**config.mk**
```make
export PLATFORM = sky130hd
export DESIGN_NAME = sbt_tap
export DESIGN_NICKNAME = d
export VERILOG_FILES = /design/src/include/sbt_pkg.sv /design/src/sbt_tap.sv /design/src/sbt_sync.sv
export SDC_FILE = /design/constraint.sdc
export NUM_CORES = 1
export LEC_CHECK = 0
export ABC_CLOCK_PERIOD_IN_PS = 5000
export BUFFER_PORTS_ARGS = -buffer_cell sky130_fd_sc_hd__buf_2
export CAP_MARGIN = 20
export CORE_AREA = 2 2 171 173
export DETAILED_ROUTE_END_ITERATION = 10
export DIE_AREA = 0 0 173 175
export PLACE_DENSITY_LB_ADDON = 0.12
export SLEW_MARGIN = 25
export SYNTH_ARGS = -nofsm -noshare
export SYNTH_HDL_FRONTEND = slang
export SYNTH_SLANG_ARGS = --single-unit
```
**constraint.sdc**
```tcl
create_clock -name i_clk -period 5 [get_ports i_clk]
set_clock_uncertainty 0.15 [all_clocks]
set_input_delay 1 -clock i_clk [delete_from_list [all_inputs] [get_ports i_clk]]
set_output_delay 1 -clock i_clk [all_outputs]
set_load 0.1 [all_outputs]
```
**src/include/sbt_pkg.sv**
```systemverilog
package sbt_pkg;

  // register lengths
  localparam int IR_W = 3;
  localparam int ID_W = 32;
  localparam int BSR_W = 107;
  localparam int PIN_W = 5;

  // instruction codes
  localparam logic [2:0] INS_EXTEST = 3'h0;
  localparam logic [2:0] INS_IDCODE = 3'h1;
  localparam logic [2:0] INS_SAMPLEZ = 3'h2;
  localparam logic [2:0] INS_BYPASS_A = 3'h3;
  localparam logic [2:0] INS_SAMPLE = 3'h4;
  localparam logic [2:0] INS_RESERVED = 3'h5;
  localparam logic [2:0] INS_BYPASS_B = 3'h6;
  localparam logic [2:0] INS_BYPASS_C = 3'h7;

  // values after reset and on capture
  localparam logic [2:0] IR_RESET_VAL = INS_IDCODE;
  localparam logic [2:0] IR_CAPTURE_VAL = 3'h1;
  localparam logic BYPASS_RESET_VAL = 1'h0;

  // identification field positions
  localparam int ID_REV_LSB = 28;
  localparam int ID_PART_LSB = 18;
  localparam int ID_VEND_LSB = 12;
  localparam int ID_MFR_LSB = 1;
  localparam logic ID_START_BIT = 1'h1;

  // controller states, one-hot
  typedef enum logic [15:0] {
    ST_RESET     = 16'h0001,
    ST_IDLE      = 16'h0002,
    ST_SEL_DR    = 16'h0004,
    ST_CAP_DR    = 16'h0008,
    ST_SHIFT_DR  = 16'h0010,
    ST_EXIT1_DR  = 16'h0020,
    ST_PAUSE_DR  = 16'h0040,
    ST_EXIT2_DR  = 16'h0080,
    ST_UPD_DR    = 16'h0100,
    ST_SEL_IR    = 16'h0200,
    ST_CAP_IR    = 16'h0400,
    ST_SHIFT_IR  = 16'h0800,
    ST_EXIT1_IR  = 16'h1000,
    ST_PAUSE_IR  = 16'h2000,
    ST_EXIT2_IR  = 16'h4000,
    ST_UPD_IR    = 16'h8000
  } sbt_state_t;

endpackage : sbt_pkg

```
**src/sbt_tap.sv**
```systemverilog
// Contract
// - the sixteen-state controller is forced to its reset state at power-up, no test reset pin.
// - memory array contents are never shifted out, only pad states and test registers.
// - an undriven mode-select or serial data input behaves as logic one.
// - instruction register is 3 bits, bypass 1 bit, identification 32 bits, boundary chain 107 bits.
// - code 000 selects the external test, data pins off, chain captures inputs and feeds serial out.
// - code 010 selects sample with outputs off, data pins off, chain samples and feeds serial out.
// - code 100 selects sample, chain feeds serial out, data pin drive untouched.
// - code 001 selects the identification register, serial in entering its top bit 31.
// - codes 011, 110 and 111 select bypass and the bypass bit clears when one takes effect.
// - leaving data shift under bypass, the bypass bit keeps the last bit shifted in.
// - identification holds revision 31:28, part 27:18, vendor 17:12, maker 11:1, bit 0 one.
// - serial out changes only after a falling test clock edge.
module sbt_tap #(
  parameter logic [3:0] ID_REV = 4'h2,        // arbitrary value
  parameter logic [9:0] ID_PART = 10'h155,    // arbitrary value
  parameter logic [5:0] ID_VEND = 6'h0a,      // arbitrary value
  parameter logic [10:0] ID_MFR = 11'h2a5,    // arbitrary value
  parameter logic [sbt_pkg::BSR_W-1:0] NC_MASK = '0
) (
  // clock and reset
  input wire logic i_clk,
  input wire logic i_reset_n,
  // test port pins
  input wire logic i_tck,
  input wire logic i_tms,
  input wire logic i_tdi,
  input wire logic i_tms_driven,
  input wire logic i_tdi_driven,
  output logic o_tdo,
  output logic o_tdo_oe_n,
  // package pads
  input wire logic [sbt_pkg::BSR_W-1:0] i_pad_state,
  output logic [sbt_pkg::BSR_W-1:0] o_bsr_update,
  output logic o_dq_hiz,
  output logic o_extest
);
  import sbt_pkg::*;

  logic [PIN_W-1:0] pin_s;
  logic [BSR_W-1:0] pad_s;
  logic tck_s;
  logic tms_v;
  logic tdi_v;
  logic tck_prev_q;
  logic rise;
  logic fall;
  sbt_state_t state_q;
  sbt_state_t state_d;
  logic [IR_W-1:0] ir_q;
  logic [IR_W-1:0] ir_sh_q;
  logic bypass_q;
  logic [ID_W-1:0] id_q;
  logic [BSR_W-1:0] bsr_q;
  logic [ID_W-1:0] id_value;
  logic sel_bsr;
  logic sel_id;
  logic sel_byp;

  function automatic logic is_bypass(input logic [IR_W-1:0] code);
    is_bypass = (code == INS_BYPASS_A) || (code == INS_BYPASS_B) ||
                (code == INS_BYPASS_C) || (code == INS_RESERVED);
  endfunction : is_bypass

  sbt_sync #(.W(PIN_W)) u_pin_sync (
    .i_clk(i_clk),
    .i_reset_n(i_reset_n),
    .i_d({i_tdi_driven, i_tms_driven, i_tdi, i_tms, i_tck}),
    .o_q(pin_s)
  );

  sbt_sync #(.W(BSR_W)) u_pad_sync (
    .i_clk(i_clk),
    .i_reset_n(i_reset_n),
    .i_d(i_pad_state),
    .o_q(pad_s)
  );

  assign tck_s = pin_s[0];
  assign tms_v = pin_s[1] | ~pin_s[3];
  assign tdi_v = pin_s[2] | ~pin_s[4];
  assign rise = tck_s & ~tck_prev_q;
  assign fall = ~tck_s & tck_prev_q;

  always_ff @(posedge i_clk) begin
    if (!i_reset_n) begin
      tck_prev_q <= 1'h0;
    end else begin
      tck_prev_q <= tck_s;
    end
  end

  // controller next state
  always_comb begin
    case (state_q)
      ST_RESET:    state_d = tms_v ? ST_RESET : ST_IDLE;
      ST_IDLE:     state_d = tms_v ? ST_SEL_DR : ST_IDLE;
      ST_SEL_DR:   state_d = tms_v ? ST_SEL_IR : ST_CAP_DR;
      ST_CAP_DR:   state_d = tms_v ? ST_EXIT1_DR : ST_SHIFT_DR;
      ST_SHIFT_DR: state_d = tms_v ? ST_EXIT1_DR : ST_SHIFT_DR;
      ST_EXIT1_DR: state_d = tms_v ? ST_UPD_DR : ST_PAUSE_DR;
      ST_PAUSE_DR: state_d = tms_v ? ST_EXIT2_DR : ST_PAUSE_DR;
      ST_EXIT2_DR: state_d = tms_v ? ST_UPD_DR : ST_SHIFT_DR;
      ST_UPD_DR:   state_d = tms_v ? ST_SEL_DR : ST_IDLE;
      ST_SEL_IR:   state_d = tms_v ? ST_RESET : ST_CAP_IR;
      ST_CAP_IR:   state_d = tms_v ? ST_EXIT1_IR : ST_SHIFT_IR;
      ST_SHIFT_IR: state_d = tms_v ? ST_EXIT1_IR : ST_SHIFT_IR;
      ST_EXIT1_IR: state_d = tms_v ? ST_UPD_IR : ST_PAUSE_IR;
      ST_PAUSE_IR: state_d = tms_v ? ST_EXIT2_IR : ST_PAUSE_IR;
      ST_EXIT2_IR: state_d = tms_v ? ST_UPD_IR : ST_SHIFT_IR;
      ST_UPD_IR:   state_d = tms_v ? ST_SEL_DR : ST_IDLE;
      default:     state_d = ST_RESET;
    endcase
  end

  // power-up reset stands in for a test reset pin
  always_ff @(posedge i_clk) begin
    if (!i_reset_n) begin
      state_q <= ST_RESET;
    end else if (rise) begin
      state_q <= state_d;
    end
  end

  // instruction shift and hold
  always_ff @(posedge i_clk) begin
    if (!i_reset_n) begin
      ir_q <= IR_RESET_VAL;
      ir_sh_q <= IR_CAPTURE_VAL;
    end else if (rise) begin
      case (state_q)
        ST_RESET:    ir_q <= IR_RESET_VAL;
        ST_CAP_IR:   ir_sh_q <= IR_CAPTURE_VAL;
        ST_SHIFT_IR: ir_sh_q <= {tdi_v, ir_sh_q[IR_W-1:1]};
        ST_UPD_IR:   ir_q <= ir_sh_q;
        default:     ir_q <= ir_q;
      endcase
    end
  end

  // reserved code falls back to bypass
  assign sel_bsr = (ir_q == INS_EXTEST) || (ir_q == INS_SAMPLEZ) ||
                   (ir_q == INS_SAMPLE);
  assign sel_id = (ir_q == INS_IDCODE);
  assign sel_byp = is_bypass(ir_q);

  always_ff @(posedge i_clk) begin
    if (!i_reset_n) begin
      bypass_q <= BYPASS_RESET_VAL;
    end else if (rise) begin
      if (state_q == ST_UPD_IR && is_bypass(ir_sh_q)) begin
        bypass_q <= 1'h0;
      end else if (state_q == ST_CAP_DR && sel_byp) begin
        bypass_q <= 1'h0;
      end else if (state_q == ST_SHIFT_DR && sel_byp) begin
        bypass_q <= tdi_v;
      end
    end
  end

  assign id_value = {ID_REV, ID_PART, ID_VEND, ID_MFR, ID_START_BIT};

  always_ff @(posedge i_clk) begin
    if (!i_reset_n) begin
      id_q <= '0;
    end else if (rise && sel_id) begin
      if (state_q == ST_CAP_DR) begin
        id_q <= id_value;
      end else if (state_q == ST_SHIFT_DR) begin
        id_q <= {tdi_v, id_q[ID_W-1:1]};
      end
    end
  end

  // chain sees pads only, never the array
  always_ff @(posedge i_clk) begin
    if (!i_reset_n) begin
      bsr_q <= '0;
      o_bsr_update <= '0;
    end else if (rise && sel_bsr) begin
      if (state_q == ST_CAP_DR) begin
        bsr_q <= pad_s & ~NC_MASK;
      end else if (state_q == ST_SHIFT_DR) begin
        bsr_q <= {tdi_v, bsr_q[BSR_W-1:1]};
      end else if (state_q == ST_UPD_DR) begin
        o_bsr_update <= bsr_q;
      end
    end
  end

  // data pin control from the held instruction
  always_ff @(posedge i_clk) begin
    if (!i_reset_n) begin
      o_dq_hiz <= 1'h0;
      o_extest <= 1'h0;
    end else begin
      o_dq_hiz <= (ir_q == INS_EXTEST) || (ir_q == INS_SAMPLEZ);
      o_extest <= (ir_q == INS_EXTEST);
    end
  end

  // serial out moves only on falling test clock
  always_ff @(posedge i_clk) begin
    if (!i_reset_n) begin
      o_tdo <= 1'h0;
      o_tdo_oe_n <= 1'h1;
    end else if (fall) begin
      if (state_q == ST_SHIFT_IR) begin
        o_tdo <= ir_sh_q[0];
        o_tdo_oe_n <= 1'h0;
      end else if (state_q == ST_SHIFT_DR) begin
        o_tdo_oe_n <= 1'h0;
        if (sel_bsr) begin
          o_tdo <= bsr_q[0];
        end else if (sel_id) begin
          o_tdo <= id_q[0];
        end else begin
          o_tdo <= bypass_q;
        end
      end else begin
        o_tdo_oe_n <= 1'h1;
      end
    end
  end
endmodule : sbt_tap

```
**src/sbt_sync.sv**
```systemverilog
module sbt_sync #(
  parameter int W = 1
) (
  // clock and reset
  input wire logic i_clk,
  input wire logic i_reset_n,
  // asynchronous levels in, synchronised levels out
  input wire logic [W-1:0] i_d,
  output logic [W-1:0] o_q
);

  logic [W-1:0] meta_q;

  // first stage feeds the second stage only
  always_ff @(posedge i_clk) begin
    if (!i_reset_n) begin
      meta_q <= '0;
      o_q <= '0;
    end else begin
      meta_q <= i_d;
      o_q <= meta_q;
    end
  end

endmodule : sbt_sync

```
=== Word-level counts from Yosys, hierarchy flattened ===
Index checks and enable logic that the tools add are counted.
Widths: inputs -> output; s select.

* Equal/unequal tests: 27
* Mux-type cells: 28
* Bitwise gates (word level): 10
* Reductions and logical operators: 29

{| class="wikitable"
|+ Operators by type and width
! kind !! number
|-
| $mux 107 || 2
|-
| $pmux 16 s12 || 1
|-
| $mux 32 || 2
|-
| $mux 16 || 2
|-
| $eq 3x3->1 const B || 7
|-
| $mux 9 || 2
|-
| $eq 16x1->1 const B || 1
|-
| $eq 16x10->1 const B || 1
|-
| $eq 16x11->1 const B || 1
|-
| $eq 16x12->1 const B || 1
|-
| $eq 16x13->1 const B || 1
|-
| $eq 16x14->1 const B || 1
|-
| $eq 16x15->1 const B || 1
|-
| $eq 16x16->1 const B || 1
|-
| $eq 16x2->1 const B || 1
|-
| $eq 16x3->1 const B || 1
|-
| $eq 16x4->1 const B || 1
|-
| $eq 16x5->1 const B || 1
|-
| $eq 16x6->1 const B || 1
|-
| $eq 16x7->1 const B || 1
|-
| $eq 16x8->1 const B || 1
|-
| $eq 16x9->1 const B || 1
|-
| $mux 15 || 1
|-
| $mux 13 || 1
|-
| other kinds (22) || 60
|}

* Flip-flop bits (word level): 498
* Input bits: 114
* Output and inout bits: 111
* Logic and storage cells: 110

=== Depth between registers and ports, before layout ===
* Word-level depth: 8
* Mapped depth: 10
* Depth with buffers taken out: 5

=== Hierarchy ===
From an unflattened synthesis, not the netlist that was laid out.

* Cells, all modules: 1863
* Area total of the unflattened synthesis: 17340.4 µm²

{| class="wikitable"
|+ Modules (own cells, without submodules)
! module !! times used !! cells an instance !! area an instance (µm²) !! seq. area each (µm²)
|-
| sbt_tap || 1 || 1392 || 11265.8 || 5485.3
|-
| sbt_sync (u_pad_sync) || 1 || 451 || 5811.8 || 4284.1
|-
| sbt_sync (u_pin_sync) || 1 || 20 || 262.8 || 200.2
|}

=== Worst setup path after synthesis ===
Ideal clock, no wire load.

* Kind: register -> register
* From: reg state_q[6]
* To: reg bsr_q[100]
* Setup time: 0.133 ns
* Arrival time: 2.408 ns
* Data required time: 4.717 ns
* Slack: 2.309 ns
* Cell stages (with the launch flop): 9
* Path buffers: 4
* Period minus slack after synthesis: 2.691 ns
* Cells stage by stage: dfxtp_1 > clkbuf_1 > or4_1 > clkbuf_1 > or2_1 > a2111oi_4 > clkbuf_1 > buf_2 > a311oi_1

* Cells in the longest elaborated chain, start to end: 3
* Elaborated cells between the ends (all ways): 5
* Classes of those cells: eq/ne (2); mux (1); reduce/logical (2)

{| class="wikitable"
|+ Ends and longest elaborated chain
! item !! line !! source
|-
| from (decl) || sbt_tap.sv:48 || <nowiki>sbt_state_t state_q;</nowiki>
|-
| from (signal assigned) || sbt_tap.sv:121 || <nowiki>state_q <= state_d;</nowiki>
|-
| $eq 16x4->1 / $eq 16x5->1 (equally long branches) || sbt_tap.sv:181, sbt_tap.sv:183 ||
|-
| $reduce_bool 2->1 (no source line) || - ||
|-
| $reduce_and 2->1 (no source line) || - ||
|-
| to (signal assigned) || sbt_tap.sv:182 || <nowiki>bsr_q <= pad_s & ~NC_MASK;</nowiki>
|-
| to (signal assigned) || sbt_tap.sv:184 || <nowiki>bsr_q <= {tdi_v, bsr_q[BSR_W-1:1]};</nowiki>
|-
| to (decl) || sbt_tap.sv:54 || <nowiki>logic [BSR_W-1:0] bsr_q;</nowiki>
|}

Several ways; a longest one is shown, not always the timed one.
A chain may end at the register's enable or synchronous reset.

=== Worst setup path in the final report ===
* From: reg state_q[8]
* To: reg bsr_q[64]

The elaborated chain is that of the path after synthesis.

==> reports/metrics.yaml <==
run_status:
  status: "completed"
floorplanning:
  num_rows: 62
  start_util_pct: 60.1
  die_w_um: 173
  io_pins: 225
  core-area_um2: 28400
  die_y_um: 175
  die_area_um2: 30300
timing:
  min_period_ns: 3.55
  max_slew_margin_pct: 36.8
  finalHoldViolCount: 0
  period_share_pct: 70.9
  rsz0062_at_grt: "false"
  drv_slew: 0
  fmax_ghz: 0.282
  finalSetupViolCount: 0
  setup_tns_ns: 0
  worstMarginPinSlew_ns: 0.940
  setup_ws_ns: 1.45
synthesis:
  synth_enable_flop_cells: 0
  async_flop_share_pct: 0
  synth_cell_types: 50
  syn-instance-count: 1911
  yosys_warnings: 0
  synth_area_per_cell_um2: 8.92
  syn_area_um2: 17100
  synthFlopType: "dfxtp_1"
  synth_seq_cells: 498
  synth.net_count: 2025
  seq_area_frac_synth_pct: 58.5
global_routing:
  antenna_found_initial: 0
  grt_pass1_vias: 12200
  grt-ovfl-total: 0
  grt_pass1_wl_um: 59500
  grt_max_degree: 145
  grt_usage_pct: 23.3
pwr:
  peakVddDrop_mv: 0.309
  power_density_nw_per_um2: 393
  cellLeakagePower_uw: 0.00737
cells_and_area:
  layout_commonest_cell: "dfxtp_1"
  nets: 2163
  stdcell_count: 2470
  syn_to_final_growth_pct: 16.5
  layout-drive-gt1-share_pct: 15.6
  num_antenna_cells: 0
  layout_common_cells: "dfxtp_1 (498), nand2_1 (466), and2_1 (226)"
clock_tree:
  clk_latency_ns: 0.55
  cts_setup_buffers: 0
  postCtsResizedCells: 0
  h-tree-depth: 2
  cts_hold_buf: 0
  tritoncts: "yes"
  ctsLongestPathBuffers: 3
  cts_sinks: 498
  cts_root_buf: "clkbuf_16"
  numCtsBuffers: 49
  path_clk_slew_ns: 0.06
min_path:
  hold_path.class: "flip-flop to flip-flop"
route:
  dr_wl_met2_um: 16500
  vias_per_cell: 5.31
  wl_per_cell_um: 14.6
  drt_wl_total_um: 35900
  routed-wl-met3_um: 2030
  drtAntennaViolNets: 0
  drc: 0
  top_layer_used: "met4"
  firstDrtPassIters: 5
  drtIter0Drc: 926
  met1_length_um: 16600
  vias: 13100
worst_setup_path:
  crit_path_end_kind: "flip-flop"
  worstSetupPathType: "flip-flop to flip-flop"
  worstPathArrival_ns: 3.78
  crit_path_start_kind: "flip-flop"
  required_ns: 5.23
  worstPathMaxFanout: 76
run:
  cap_violations: 0
place:
  place_congestion: 0.893
  hpwl_um: 21500
  pre_cts_ws_ns: 1.49
  io_buffers: 224
  post-place-cells: 2381
registers in the layout (all words and copies together), names as in the netlist:
name and count:
u_pin_sync.meta_q 5, u_pad_sync.o_q 107, o_extest 1, o_tdo_oe_n 1, o_dq_hiz 1, ir_sh_q 3, tck_prev_q 1, bsr_q 107
id_q 32, ir_q 3, u_pin_sync.o_q 5, o_tdo 1, bypass_q 1, o_bsr_update 107, state_q 16, u_pad_sync.meta_q 107
critical path: stages (launching register included):
cell and delay (ns):
dfxtp_1 0.40, or4_1 0.67, nor2_1 0.55, nand3_4 0.79, buf_4 0.54, nand2_1 0.11
a311oi_1 0.09
logic make-up after synthesis:
logic type,synth area share (%)
buffers and inverters,3.84
muxes,0.0587
DFF,58.5
AOI/OAI and AO/OA,11.2
xor gates and xnor gates,0.359
and+or+nand+nor,26.0
adders and majority gates,0.117
area by class of cell:
class	instances	area, um2
Multi-Input combinational cell	1253	6460
Clock inverter	9	82.6
Inverter	5	26.3
Fill cell	2257	8530
Tap cell	384	480
Sequential cell	498	9970
Clock buffer	79	1510
Timing Repair Buffer	242	1330
metrics by stage:
step	total power, uW	utilization (%)	hold slack (ns)	area [um2]
2_1_floorplan	4260	-	0.262	17100
3_3_place_gp	4340	64.2	0.264	18200
3_5_place_dp	4340	64.2	0.267	18200
4_1_cts	7880	69.8	0.278	19800
5_1_grt	8080	70.0	0.290	19900
6_report	7820	70.0	0.277	19900
final timing paths:
path,startpoint,endpoint,slack (ns),cells past startpoint
worst min-delay path,u_pad_sync.meta_q[29],u_pad_sync.o_q[29],0.28,1
worst min register to register,u_pad_sync.meta_q[29],u_pad_sync.o_q[29],0.28,1
worst max-delay path,state_q[8],bsr_q[64],1.45,6
worst max register to register,state_q[8],bsr_q[64],1.45,6
cells in the mapped netlist, types with 2 or more instances:
library cell	instances	area share, %
a221o_1	2	0.12
nor2b_1	4	0.15
nor3_1	42	1.2
buf_1	3	0.066
o21ai_0	8	0.23
buf_4	7	0.31
and2_1	226	8.3
dfxtp_1	498	58
o22ai_1	2	0.073
nor2_1	148	3.3
buf_2	22	0.65
nand2_1	466	10
clkbuf_1	123	2.7
a211oi_1	2	0.088
xnor2_1	4	0.21
nand3_1	31	0.91
a31oi_1	4	0.15
xor2_1	3	0.15
nor3b_1	4	0.18
and3_1	4	0.15
a32oi_1	2	0.10
a21oi_1	138	4.0
nand2b_1	4	0.15
a311oi_1	106	5.4
nor4_1	11	0.40
nand4_1	4	0.15
or4_1	5	0.22
and4b_1	2	0.12
or3_1	3	0.11
maj3_1	2	0.12
nand4b_1	4	0.21
a22oi_1	6	0.26
inv_1	4	0.088
routing by layer:
metal,GRT usage [%],up-vias
li1,-,6611
met1,32.1,6110
met2,37.5,337
met3,4.18,60
met4,7.10,0
met5,0,-
where the power goes:
part	leakage, uW	internal (uW)	switching (uW)
logic	0.00254	80.4	101
registers	0.00406	4050	20.6
clock network	0.000778	2110	1450
total	0.00737	6250	1570
No activity file was read; power rests on OpenSTA's default activity.
